<file path="src/tea_pkg.sv">
// Package: register map, field layout and types of the table/EEPROM access block
package tea_pkg;
  // Register byte offsets
  localparam logic [7:0] OFF_CTRL     = 8'h00;
  localparam logic [7:0] OFF_DATA     = 8'h04;
  localparam logic [7:0] OFF_ADDR_LOW = 8'h08;
  localparam logic [7:0] OFF_ADDR_HI  = 8'h0c;
  localparam logic [7:0] OFF_TBLPTR   = 8'h10;
  localparam logic [7:0] OFF_LATCH    = 8'h14;
  localparam logic [7:0] OFF_TBLCMD   = 8'h18;
  localparam logic [7:0] OFF_IRQ_STAT = 8'h1c;
  localparam logic [7:0] OFF_IRQ_MASK = 8'h20;
  // Control register field positions
  localparam int CTRL_RD     = 0;
  localparam int CTRL_WR     = 1;
  localparam int CTRL_PERMIT = 2;
  localparam int CTRL_FAULT  = 3;
  localparam int CTRL_REG_LO = 6;
  // Table command bits
  localparam int TCMD_FETCH  = 0;
  localparam int TCMD_STORE  = 1;
  // Region select codes
  localparam logic [1:0] REG_EEPROM  = 2'h0;
  localparam logic [1:0] REG_ID      = 2'h1;
  localparam logic [1:0] REG_PROGRAM = 2'h2;
  // Reset values
  localparam logic [7:0] CTRL_RESET  = 8'h00;
  localparam logic [7:0] MASK_RESET  = 8'h00;
  // Default programming time in cycles (internal timer)
  localparam int PROG_CYCLES_DEF = 64;
  // AXI responses
  localparam logic [1:0] RESP_OKAY   = 2'h0;
  localparam logic [1:0] RESP_SLVERR = 2'h2;

  // Array-side request carried to the memories
  typedef struct packed {
    logic        rd;
    logic        wr;
    logic [1:0]  region;
    logic [21:0] addr;
    logic [7:0]  wdata;
  } tea_mem_req_t;

  typedef enum logic [1:0] { ST_IDLE, ST_READ, ST_WRITE } tea_state_t;
endpackage : tea_pkg

</file>
<file path="src/tea_top.sv">
// Table read/write and data EEPROM access controller with AXI4-Lite slave
`timescale 1ns/1ps
module tea_top #(
  parameter int PROG_CYCLES = tea_pkg::PROG_CYCLES_DEF,
  parameter int HOLD_DEPTH  = 64
) (
  input  wire logic        aclk,
  input  wire logic        aresetn,
  input  wire logic [7:0]  s_axi_awaddr,
  input  wire logic        s_axi_awvalid,
  output logic             s_axi_awready,
  input  wire logic [31:0] s_axi_wdata,
  input  wire logic [3:0]  s_axi_wstrb,
  input  wire logic        s_axi_wvalid,
  output logic             s_axi_wready,
  output logic [1:0]       s_axi_bresp,
  output logic             s_axi_bvalid,
  input  wire logic        s_axi_bready,
  input  wire logic [7:0]  s_axi_araddr,
  input  wire logic        s_axi_arvalid,
  output logic             s_axi_arready,
  output logic [31:0]      s_axi_rdata,
  output logic [1:0]       s_axi_rresp,
  output logic             s_axi_rvalid,
  input  wire logic        s_axi_rready,
  output tea_pkg::tea_mem_req_t mem_req,
  input  wire logic [7:0]  mem_rdata,
  input  wire logic [15:0] prog_word,
  output logic [21:0]      prog_addr,
  output logic             prog_commit,
  output logic [7:0]       hold_rdata,
  output logic             irq
);
  localparam int HW = $clog2(HOLD_DEPTH);
  // Timer must span two cycles; holding index is the pointer's low bits
  initial begin
    if (PROG_CYCLES < 2 || PROG_CYCLES > 65535 || HOLD_DEPTH < 2 ||
        HW > 22 || (1 << HW) != HOLD_DEPTH)
      $error("tea_top: unsupported parameter values");
  end

  // ---------------------------------------------------------------
  // Registers and state
  // ---------------------------------------------------------------
  logic [7:0]  ctrl;
  logic [7:0]  data_reg;
  logic [7:0]  addr_low;
  logic [7:0]  addr_high;
  logic [21:0] tbl_ptr;
  logic [7:0]  table_latch;
  logic [7:0]  hold_mem [HOLD_DEPTH];
  logic        irq_stat;
  logic        irq_mask;
  logic [15:0] timer;
  tea_pkg::tea_state_t state;
  logic        aw_held;
  logic        w_held;
  logic [7:0]  aw_addr;
  logic [31:0] w_data;
  logic [3:0]  w_strb;
  logic        do_write;
  logic        done_pulse;
  logic        wr_start;
  logic        rd_start;
  logic [1:0]  region;
  logic        write_ok;
  logic [7:0]  wbyte;

  assign region   = ctrl[tea_pkg::CTRL_REG_LO +: 2];
  assign write_ok = ctrl[tea_pkg::CTRL_PERMIT];
  assign wbyte    = w_data[7:0];

  // ---------------------------------------------------------------
  // AXI4-Lite write channel
  // ---------------------------------------------------------------
  assign s_axi_awready = !aw_held && !s_axi_bvalid;
  assign s_axi_wready  = !w_held && !s_axi_bvalid;
  assign do_write      = aw_held && w_held && !s_axi_bvalid;

  // Capture address and data in either order
  always_ff @(posedge aclk) begin
    if (!aresetn) begin
      aw_held <= 1'b0;
      w_held  <= 1'b0;
      aw_addr <= 8'h00;
      w_data  <= 32'h0000_0000;
      w_strb  <= 4'h0;
    end else begin
      if (s_axi_awvalid && s_axi_awready) begin
        aw_held <= 1'b1;
        aw_addr <= s_axi_awaddr;
      end
      if (s_axi_wvalid && s_axi_wready) begin
        w_held <= 1'b1;
        w_data <= s_axi_wdata;
        w_strb <= s_axi_wstrb;
      end
      if (do_write) begin
        aw_held <= 1'b0;
        w_held  <= 1'b0;
      end
    end
  end

  // Write response, error for unmapped offsets
  always_ff @(posedge aclk) begin
    if (!aresetn) begin
      s_axi_bvalid <= 1'b0;
      s_axi_bresp  <= tea_pkg::RESP_OKAY;
    end else if (do_write) begin
      s_axi_bvalid <= 1'b1;
      s_axi_bresp  <= (aw_addr > tea_pkg::OFF_IRQ_MASK || aw_addr[1:0] != 2'h0)
                      ? tea_pkg::RESP_SLVERR : tea_pkg::RESP_OKAY;
    end else if (s_axi_bready) begin
      s_axi_bvalid <= 1'b0;
    end
  end

  logic wr_ctrl;
  assign wr_ctrl = do_write && w_strb[0] && aw_addr == tea_pkg::OFF_CTRL;
  assign rd_start = wr_ctrl && wbyte[tea_pkg::CTRL_RD] &&
                    state == tea_pkg::ST_IDLE &&
                    wbyte[tea_pkg::CTRL_REG_LO +: 2] != tea_pkg::REG_PROGRAM;
  // write only with permit set
  // Both triggers at once: the read wins outside the program region, so WR is never left stuck
  assign wr_start = wr_ctrl && wbyte[tea_pkg::CTRL_WR] && !rd_start &&
                    state == tea_pkg::ST_IDLE && wbyte[tea_pkg::CTRL_PERMIT];

  // ---------------------------------------------------------------
  // Control register
  // ---------------------------------------------------------------
  // software sets triggers only; hardware clears them
  always_ff @(posedge aclk) begin
    if (!aresetn) begin
      ctrl <= tea_pkg::CTRL_RESET;
    end else begin
      if (wr_ctrl) begin
        ctrl[tea_pkg::CTRL_PERMIT]       <= wbyte[tea_pkg::CTRL_PERMIT];
        if (state == tea_pkg::ST_IDLE)
          ctrl[tea_pkg::CTRL_REG_LO +: 2] <= wbyte[tea_pkg::CTRL_REG_LO +: 2];
      end
      if (rd_start)
        ctrl[tea_pkg::CTRL_RD] <= 1'b1;
      if (wr_start) begin
        ctrl[tea_pkg::CTRL_WR]    <= 1'b1;
        // fault flag set with write trigger
        ctrl[tea_pkg::CTRL_FAULT] <= 1'b1;
      end
      if (done_pulse && state == tea_pkg::ST_READ)
        ctrl[tea_pkg::CTRL_RD] <= 1'b0;
      if (done_pulse && state == tea_pkg::ST_WRITE) begin
        ctrl[tea_pkg::CTRL_WR]    <= 1'b0;
        // fault flag cleared on timer expiry
        ctrl[tea_pkg::CTRL_FAULT] <= 1'b0;
      end
    end
  end

  // Data and address registers, EEPROM read result returns to data
  always_ff @(posedge aclk) begin
    if (!aresetn) begin
      data_reg  <= 8'h00;
      addr_low  <= 8'h00;
      addr_high <= 8'h00;
    end else begin
      if (do_write && w_strb[0] && state == tea_pkg::ST_IDLE) begin
        if (aw_addr == tea_pkg::OFF_DATA)     data_reg  <= wbyte;
        if (aw_addr == tea_pkg::OFF_ADDR_LOW) addr_low  <= wbyte;
        if (aw_addr == tea_pkg::OFF_ADDR_HI)  addr_high <= wbyte;
      end
      // read byte lands in data register
      if (done_pulse && state == tea_pkg::ST_READ)
        data_reg <= mem_rdata;
    end
  end

  // ---------------------------------------------------------------
  // Operation sequencer and programming timer
  // ---------------------------------------------------------------
  // duration set by internal timer
  always_ff @(posedge aclk) begin
    if (!aresetn) begin
      state <= tea_pkg::ST_IDLE;
      timer <= 16'h0000;
    end else begin
      unique case (state)
        tea_pkg::ST_IDLE: begin
          if (rd_start) begin
            state <= tea_pkg::ST_READ;
            timer <= 16'h0000;
          end else if (wr_start) begin
            state <= tea_pkg::ST_WRITE;
            timer <= 16'(PROG_CYCLES - 1);
          end
        end
        tea_pkg::ST_READ: state <= tea_pkg::ST_IDLE;
        tea_pkg::ST_WRITE: begin
          if (timer == 16'h0000) state <= tea_pkg::ST_IDLE;
          else timer <= timer - 16'h0001;
        end
      endcase
    end
  end
  assign done_pulse = (state == tea_pkg::ST_READ) ||
                      (state == tea_pkg::ST_WRITE && timer == 16'h0000);

  // Array request: one-cycle read, write held for the timer period except in the program region
  // single write request erases then programs
  always_comb begin
    mem_req       = '0;
    mem_req.rd    = state == tea_pkg::ST_READ;
    mem_req.wr    = state == tea_pkg::ST_WRITE && region != tea_pkg::REG_PROGRAM;
    mem_req.region = region;
    mem_req.addr  = {6'h00, addr_high, addr_low};
    mem_req.wdata = data_reg;
  end
  // commit holding registers on permitted program write
  assign prog_commit = done_pulse && state == tea_pkg::ST_WRITE &&
                       region == tea_pkg::REG_PROGRAM;

  // ---------------------------------------------------------------
  // Table fetch and store through the latch
  // ---------------------------------------------------------------
  logic tcmd_wr;
  assign tcmd_wr = do_write && w_strb[0] && aw_addr == tea_pkg::OFF_TBLCMD;
  // pointer is a plain byte address
  assign prog_addr = {tbl_ptr[21:1], 1'b0};

  // fetch exactly one byte; latch is the only path
  always_ff @(posedge aclk) begin
    if (!aresetn) begin
      table_latch <= 8'h00;
      tbl_ptr     <= 22'h000000;
    end else begin
      if (do_write && w_strb[0] && aw_addr == tea_pkg::OFF_LATCH)
        table_latch <= wbyte;
      if (do_write && aw_addr == tea_pkg::OFF_TBLPTR)
        tbl_ptr <= w_data[21:0];
      if (tcmd_wr && wbyte[tea_pkg::TCMD_FETCH])
        table_latch <= tbl_ptr[0] ? prog_word[15:8] : prog_word[7:0];
    end
  end

  // store goes to holding register only
  always_ff @(posedge aclk) begin
    if (tcmd_wr && wbyte[tea_pkg::TCMD_STORE])
      hold_mem[tbl_ptr[HW-1:0]] <= table_latch;
  end
  always_ff @(posedge aclk) begin
    if (!aresetn) hold_rdata <= 8'h00;
    else hold_rdata <= hold_mem[tbl_ptr[HW-1:0]];
  end

  // ---------------------------------------------------------------
  // Interrupt status and mask
  // ---------------------------------------------------------------
  // done flag set on write end; set beats clear
  always_ff @(posedge aclk) begin
    if (!aresetn) begin
      irq_stat <= 1'b0;
      irq_mask <= 1'b0;
    end else begin
      if (do_write && w_strb[0] && aw_addr == tea_pkg::OFF_IRQ_MASK)
        irq_mask <= wbyte[0];
      if (done_pulse && state == tea_pkg::ST_WRITE)
        irq_stat <= 1'b1;
      else if (do_write && w_strb[0] && aw_addr == tea_pkg::OFF_IRQ_STAT
               && wbyte[0])
        irq_stat <= 1'b0;
    end
  end
  assign irq = irq_stat & irq_mask;

  // ---------------------------------------------------------------
  // AXI4-Lite read channel
  // ---------------------------------------------------------------
  assign s_axi_arready = !s_axi_rvalid;
  always_ff @(posedge aclk) begin
    if (!aresetn) begin
      s_axi_rvalid <= 1'b0;
      s_axi_rdata  <= 32'h0000_0000;
      s_axi_rresp  <= tea_pkg::RESP_OKAY;
    end else if (s_axi_arvalid && s_axi_arready) begin
      s_axi_rvalid <= 1'b1;
      s_axi_rresp  <= tea_pkg::RESP_OKAY;
      unique case (s_axi_araddr)
        tea_pkg::OFF_CTRL:     s_axi_rdata <= {24'h0, ctrl};
        tea_pkg::OFF_DATA:     s_axi_rdata <= {24'h0, data_reg};
        tea_pkg::OFF_ADDR_LOW: s_axi_rdata <= {24'h0, addr_low};
        tea_pkg::OFF_ADDR_HI:  s_axi_rdata <= {24'h0, addr_high};
        tea_pkg::OFF_TBLPTR:   s_axi_rdata <= {10'h0, tbl_ptr};
        tea_pkg::OFF_LATCH:    s_axi_rdata <= {24'h0, table_latch};
        tea_pkg::OFF_TBLCMD:   s_axi_rdata <= 32'h0000_0000;
        tea_pkg::OFF_IRQ_STAT: s_axi_rdata <= {31'h0, irq_stat};
        tea_pkg::OFF_IRQ_MASK: s_axi_rdata <= {31'h0, irq_mask};
        default: begin
          s_axi_rdata <= 32'h0000_0000;
          s_axi_rresp <= tea_pkg::RESP_SLVERR;
        end
      endcase
    end else if (s_axi_rready) begin
      s_axi_rvalid <= 1'b0;
    end
  end
endmodule : tea_top

</file>
<file path="config.mk">
export PLATFORM = sky130hd
export DESIGN_NAME = tea_top
export DESIGN_NICKNAME = d
export VERILOG_FILES = /design/src/tea_pkg.sv /design/src/tea_top.sv
export SDC_FILE = /design/constraint.sdc
export NUM_CORES = 1
export LEC_CHECK = 0
export ABC_AREA = 1
export BUFFER_PORTS_ARGS = -buffer_cell sky130_fd_sc_hd__buf_2
export CAP_MARGIN = 20
export CELL_PAD_IN_SITES_DETAIL_PLACEMENT = 1
export CELL_PAD_IN_SITES_GLOBAL_PLACEMENT = 2
export CORE_UTILIZATION = 38
export DETAILED_ROUTE_END_ITERATION = 10
export GPL_ROUTABILITY_DRIVEN = 0
export PLACE_DENSITY = 0.77
export SETUP_SLACK_MARGIN = 0.2
export SLEW_MARGIN = 30
export SYNTH_ARGS = -nofsm -noshare
export SYNTH_HDL_FRONTEND = slang
export SYNTH_SLANG_ARGS = --single-unit
</file>
<file path="constraint.sdc">
create_clock -name aclk -period 2.55 [get_ports aclk]
set_input_delay 0.3825 -clock aclk [delete_from_list [all_inputs] [get_ports aclk]]
set_output_delay 0.3825 -clock aclk [all_outputs]
set_load 0.01 [all_outputs]
</file>
==> results of run 1 <==
-- report_power, final --
group / switching, mW / internal, mW
registers: 0.0855 / 11.5
clock network: 4.31 / 6.63
logic: 0.707 / 0.377
total: 5.10 / 18.5
-- routing by layer --
metal | vias up | GRT usage (%) | wire length, um
li1 | 10463 | - | -
met4 | 0 | 6.097 | 1874
met5 | - | 0 | 0
met1 | 10726 | 29.54 | 38900
met2 | 438 | 38.26 | 42170
met3 | 118 | 3.982 | 4177
-- worst min-delay path, delay by kind of cell --
kind / cells / cell delay [ns]
buffers and inverters: 1 / 0.07
AOI/OAI and AO/OA: 1 / 0.07
and+or+nand+nor: 1 / 0.09
-- metrics by stage --
stage	utilization, %	hold slack [ns]	worst slack, ns
floorplan	-	0.4209	0.5133
global placement	41.55	0.4381	0.1728
detailed placement	41.55	0.4483	0.09924
CTS	45.04	0.02768	0.09845
global route	45.26	0.05297	0.1062
finish	45.26	0.05332	0.2196
-- cell families after synthesis --
logic type / share of synthesized area, %
other: 0.01303
xor gates and xnor gates: 0.1521
and+or+nand+nor: 26.38
buffers and inverters: 5.343
AOI/OAI and AO/OA: 4.365
DFF: 63.57
adders and majority gates: 0.1739
-- final timing paths --
path | start | cells past startpoint | slack (ns) | endpoint
max | timer[0] | 9 | 0.22 | prog_commit
min | s_axi_awaddr[1] | 3 | 0.05 | aw_addr[1]
max reg2reg | aw_held | 9 | 0.28 | hold_mem[25][5]
min reg2reg | w_data[18] | 2 | 0.45 | w_data[18]
-- what timing repair did --
action,CTS,global route
setup endpoints to repair,168,373
pin swaps,4,6
gates resized for setup,8,11
setup buffers,8,9
gates cloned,0,1
hold endpoints to repair,0,0
-- cells in the final DEF, fill, tap and decap left out, types with 15 or more instances in the layout --
master	netlist	final
a21oi_1	115	115
nor2_1	191	188
clkbuf_1	50	16
nand3_1	55	53
clkbuf_16	0	79
conb_1	1	19
buf_2	68	157
nand2_1	1527	1526
nand4_1	59	59
o21ai_0	105	104
edfxtp_1	512	512
inv_1	98	95
clkinv_2	1	15
buf_4	67	131
dfxtp_1	146	134
buf_12	0	24
-- cell type report --
type	count	area [sq um]	share of cell area [%]
sequential	658	18320	54.18
timing repair buffer	314	2302	6.809
clock buffer	99	2074	6.136
tap	969	1212	3.586
inverter	104	414.1	1.225
clock inverter	37	407.9	1.206
multi-input combinational	2145	9075	26.84
antenna	2	5.005	0.01480
==> flow_summary.yaml, run 1 <==
power:
  max-vdd-ir-drop_uv: 364.5
  leakage_nw: 14.23
  finalPower_mw: 23.62
  cellPowerDensity_nw_per_um2: 698.4
logic_synthesis:
  yosysTopAreaCell: "edfxtp_1"
  synth_seq_area_share_pct: 63.57
  synth_cells: 3089
  async_flop_share_pct: 0
  synth_top_area_share_pct: 53.42
  yosysMostFrequentCell: "nand2_1"
  ys.flop_type: "edfxtp_1"
  ys_types: 44
  ys_warn_count: 0
  syn_avg_cell_area_sq_um: 9.317
  synth_area_leaders: "edfxtp_1 (53%), nand2_1 (20%), dfxtp_1 (10%), nor2_1 (2.5%), a21oi_1 (2.0%)"
  synth_area_sq_um: 28780
  yosys_register_bits: 658
  synth-edff-count: 512
  synth_common_cells: "nand2_1 (1527), edfxtp_1 (512), nor2_1 (191), dfxtp_1 (146), a21oi_1 (115)"
place:
  post-dp-hpwl_um: 55490
  dpl_cell_area_sq_um: 31040
  port_buffers: 157
  dp_cells: 4172
global_routing:
  grt_pass1_wl_um: 133200
  grt_remaining_overflow: 0
  grt_usage_pct: 22.53
  grt_max_degree: 110
  grt_pass1_vias: 22702
  antenna_found_initial: 1
route:
  drt_iter0_markers: 1256
  drt_wl_total_um: 87120
  dr.pass1.iters: 5
  vias: 21745
  final_antenna_net_count: 0
  wl_per_cell_um: 20.13
  vias_per_cell: 5.024
  drc_errors: 0
floorplanning:
  design.die.area_sq_um: 76850
  die_h_um: 277.2
  initial_utilization_pct: 38.53
  die_w_um: 277.2
  rows: 100
  core_sq_um: 74700
  top_level_ports: 190
flow_run:
  maxCapViolations: 0
critical_path:
  path_delay_family: "simple AND/OR/NAND/NOR gates"
  path_buf_inv: 2
  crit_slowest_cell: "dfxtp_1"
  critPathMaxFanout: 3
  path_cells: "inv_2 > ha_4 > nand2_4 > nor2_4 > nand3_2 > o21ai_1 > nand2_1 > nor2_1 > buf_2"
  critPathLaunchType: "flop"
  arrival_ns: 1.95
  critical_path_class: "reg2out"
  slowest_delay_ns: 0.32
  endpoint_kind: "output port"
  worst_ep_required_time_ns: 2.17
sta:
  worst_slew_pin_slew_ns: 0.6540
  clock_skew_ns: 0.01863
  setup_viol: 0
  max_slew_margin_pct: 56.40
  setup_tns_ns: 0
  min_period_over_period_pct: 91.39
  slew_violations: 0
  fmax_mhz: 429.1
  hold_viol: 0
  rsz0062_at_grt: "yes"
  period_needed_ns: 2.330
clock_tree:
  cts_tree: "built"
  clk_latency_ns: 0.61
  cts_max_level: 3
  cts_root_buf: "clkbuf_16"
  path_clk_slew_ns: 0.06
  numCtsBuffers: 76
  cts.sinks: 658
  clk_path_buf_depth: 3
  hold_buffers: 0
finish:
  largest_reg_flops: 512
  drive_gt1_share_pct: 14.42
  area_growth_pct: 17.48
  fill_cells: 8514
  final_nets: 3386
  stdcell_count: 4328
  finalInstanceArea_sq_um: 33810
outcome:
  outcome: "finished clean"
worst_hold_path:
  hold_class: "in2reg"
No activity file was read; power rests on OpenSTA's default activity.
==> run 2: changes to the inputs <==
- ABC_AREA: 1 -> default
- CORE_UTILIZATION: 38 -> 39
- PLACE_DENSITY: 0.77 -> 0.74
- clock period: 2.55 -> 2 ns (I/O delays scaled with it)
==> run 2 against run 1 <==
Against the previous run: the run now ends with negative setup slack left; hold slack worse by 0.021 ns; largest cell class unchanged; sequential cell count unchanged; sequential power grew 27%; highest routed layer unchanged; register-to-register slack got worse by 0.84 ns; synthesized cell count is 39% lower; power grew 25%; first-iteration DRC count grew 47%; via count fell by 11%; clock skew is 0.026 ns higher; routed wire length up 11%; largest power group unchanged.
==> flow_summary.yaml, run 2 <==
outcome:
  outcome: "complete, but fails checks"
  violations: "negative setup slack"
finish:
  mostFrequentLayoutCell: "edfxtp_1"
  mostFrequentLayoutCells: "edfxtp_1 (512), buf_4 (245), nand2_1 (177)"
  drive_gt1_share_pct: 43.26
  area_growth_pct: 39.52
  largest_reg_flops: 512
  finalInstanceArea_sq_um: 37120
  fin_util_pct: 55.08
  antennaDiodeCount: 0
  stdcell_count: 3358
  final_nets: 2516
  fill_cells: 6464
floorplanning:
  rows: 95
  core_sq_um: 67400
  die_w_um: 263.2
  initial_utilization_pct: 39.48
  design.die.area_sq_um: 69270
  die_h_um: 263.2
  top_level_ports: 190
logic_synthesis:
  yosysTopAreaCell: "edfxtp_1"
  ys_warn_count: 0
  synth_seq_area_share_pct: 68.77
  syn_avg_cell_area_sq_um: 14.18
  yosys_register_bits: 658
  yosysMostFrequentCell: "edfxtp_1"
  synth_area_leaders: "edfxtp_1 (58%), dfxtp_1 (11%), mux4_2 (5.1%), mux2i_1 (3.0%), nand2_1 (2.8%)"
  synth_top_area_share_pct: 57.78
  synth_area_sq_um: 26610
  synth_cells: 1877
  synth-edff-count: 512
  ys.flop_type: "edfxtp_1"
  async_flop_share_pct: 0
  ys_types: 72
  synth_common_cells: "edfxtp_1 (512), nand2_1 (197), dfxtp_1 (146), a21oi_1 (132), nor2_1 (130)"
critical_path:
  worst_ep_required_time_ns: 1.70
  endpoint: "prog_commit"
  r2r-start: "timer[1]"
  reg2reg_to: "timer[5]"
  crit_slowest_cell: "or4b_4"
  critPathMaxFanout: 2
  slowest_delay_ns: 0.46
  startpoint: "timer[1]"
  endpoint_kind: "output port"
  critPathLaunchType: "flop"
  rrSetupSlack_ns: -0.56
  reg2regPathDepth: 12
  arrival_ns: 2.59
  critical_path_class: "reg2out"
  path_cells: "inv_2 > ha_4 > or4b_4 > or2_4 > or3_4 > nor2_4 > o21ai_4 > nor2_1 > buf_2"
clock_tree:
  cts_root_buf: "clkbuf_16"
  clk_latency_ns: 0.64
  path_clk_slew_ns: 0.06
  cts_tree: "built"
  cts_max_level: 3
  clk_path_buf_depth: 3
  numCtsBuffers: 71
  cts.sinks: 658
place:
  dpl_cell_area_sq_um: 31200
  post-dp-hpwl_um: 60420
  port_buffers: 157
  dp_cells: 3036
route:
  vias: 19350
  dr.pass1.iters: 5
  final_antenna_net_count: 0
  drt_iter0_markers: 1851
  vias_per_cell: 5.762
  wl_per_cell_um: 28.76
  drc_errors: 0
  drt_wl_total_um: 96590
global_routing:
  grt_pass1_wl_um: 138000
  grt_usage_pct: 27.18
  grt_remaining_overflow: 0
  antenna_found_initial: 0
  grt_max_degree: 68
  grt_pass1_vias: 20361
sta:
  rsz0062_at_grt: "yes"
  setup_tns_ns: -206.67
  worst_slew_pin_slew_ns: 0.6887
  clock_skew_ns: 0.04422
  min_period_over_period_pct: 144.6
  finalWorstSetupSlack_ns: -0.8915
  fmax_mhz: 345.8
  max_slew_margin_pct: 53.97
  slew_violations: 0
  setup_viol: 568
  period_needed_ns: 2.892
  hold_viol: 0
power:
  finalPower_mw: 29.56
  cellPowerDensity_nw_per_um2: 796.3
  max-vdd-ir-drop_uv: 466.8
  leakage_nw: 12.70
worst_hold_path:
  hold_class: "in2reg"
  worstHoldStart: "s_axi_araddr[6]"
flow_run:
  maxCapViolations: 0
## run 2: cell count changes in the layout (fill, tap and decap cells not counted), sizes merged, moves of 24 or more
cell / previous run / this run
nor2: 200 / 130
mux2i: 0 / 80
a221oi: 0 / 32
o21ai: 107 / 46
nand2: 1530 / 197
mux2: 0 / 55
mux4: 0 / 60
o22ai: 0 / 33
buf: 313 / 577
a22oi: 5 / 32
nand4: 68 / 8
dlygate4sd3: 0 / 42
nand3: 58 / 34
inv: 104 / 18
## run 2: worst min-delay path by stage
| stage | endpoint | cells past startpoint |
|---|---|---|
| floorplan | s_axi_rvalid | 1 |
| global placement | s_axi_rdata[15] | 2 |
| detailed placement | s_axi_rdata[2] | 2 |
| CTS | s_axi_rresp[1] | 3 |
| global route | s_axi_rresp[1] | 3 |
| finish | s_axi_rresp[1] | 3 |
## run 2: layout make-up
class	instances	area (sq um)	area share, %
sequential	658	18340	49.39
tap	873	1092	2.942
timing repair buffer	622	6061	16.33
clock buffer	97	2013	5.423
multi-input combinational	1061	9235	24.88
inverter	15	61.31	0.1652
clock inverter	32	325.3	0.8763
## run 2: worst max-delay path, delay by kind of cell (launching register included)
family / cells / cell delay (ns)
AOI/OAI and AO/OA: 1 / 0.07
DFF: 1 / 0.33
adders and majority gates: 1 / 0.13
buffers and inverters: 2 / 0.20
and+or+nand+nor: 5 / 1.26
## run 2: logic make-up (layout without fill, tap and decap cells)
logic type / after synthesis / count (layout) / synth area share (%)
buf+inv: 176 / 766 / 3.216
other cells: 1 / 19 / 0.01409
flops: 658 / 658 / 68.77
mux: 195 / 195 / 10.42
fa+ha+maj: 4 / 4 / 0.1881
simple gates: 458 / 458 / 7.641
compound gates: 385 / 385 / 9.757
## run 2: power by group
group	total, mW	internal, mW	switching (mW)
Sequential	14.7	14.6	0.0838
Clock	13.4	7.85	5.59
Combinational	1.43	0.665	0.767
Total	29.6	23.1	6.44
## run 2: per-layer routing
layer	part of all wire [%]	routed length, um	vias up	global-route usage [%]
li1	-	-	8289	-
met1	39	38140	10061	34.81
met2	50	48150	812	45.53
met3	7.1	6817	188	5.275
met4	3.6	3479	0	10.51
met5	0	0	-	0
## run 2: timing repair
action / in CTS / in global routing
endpoints found under the setup margin: 604 / 605
endpoints found under the hold margin: 41 / 0
hold buffers: 42 / 0
pin swaps: 92 / 105
buffers inserted: 118 / 28
resized for setup: 157 / 132
gates cloned: 3 / 2
## run 2: metrics by stage
stage                     hold slack, ns  setup WS, ns
after floorplan                   0.3990       -0.3955
after CTS                       0.004974       -0.9053
after detailed placement          0.4423       -0.4253
after global routing             0.04668       -0.9773
final                            0.03228       -0.8915
after global placement            0.4406       -0.4250
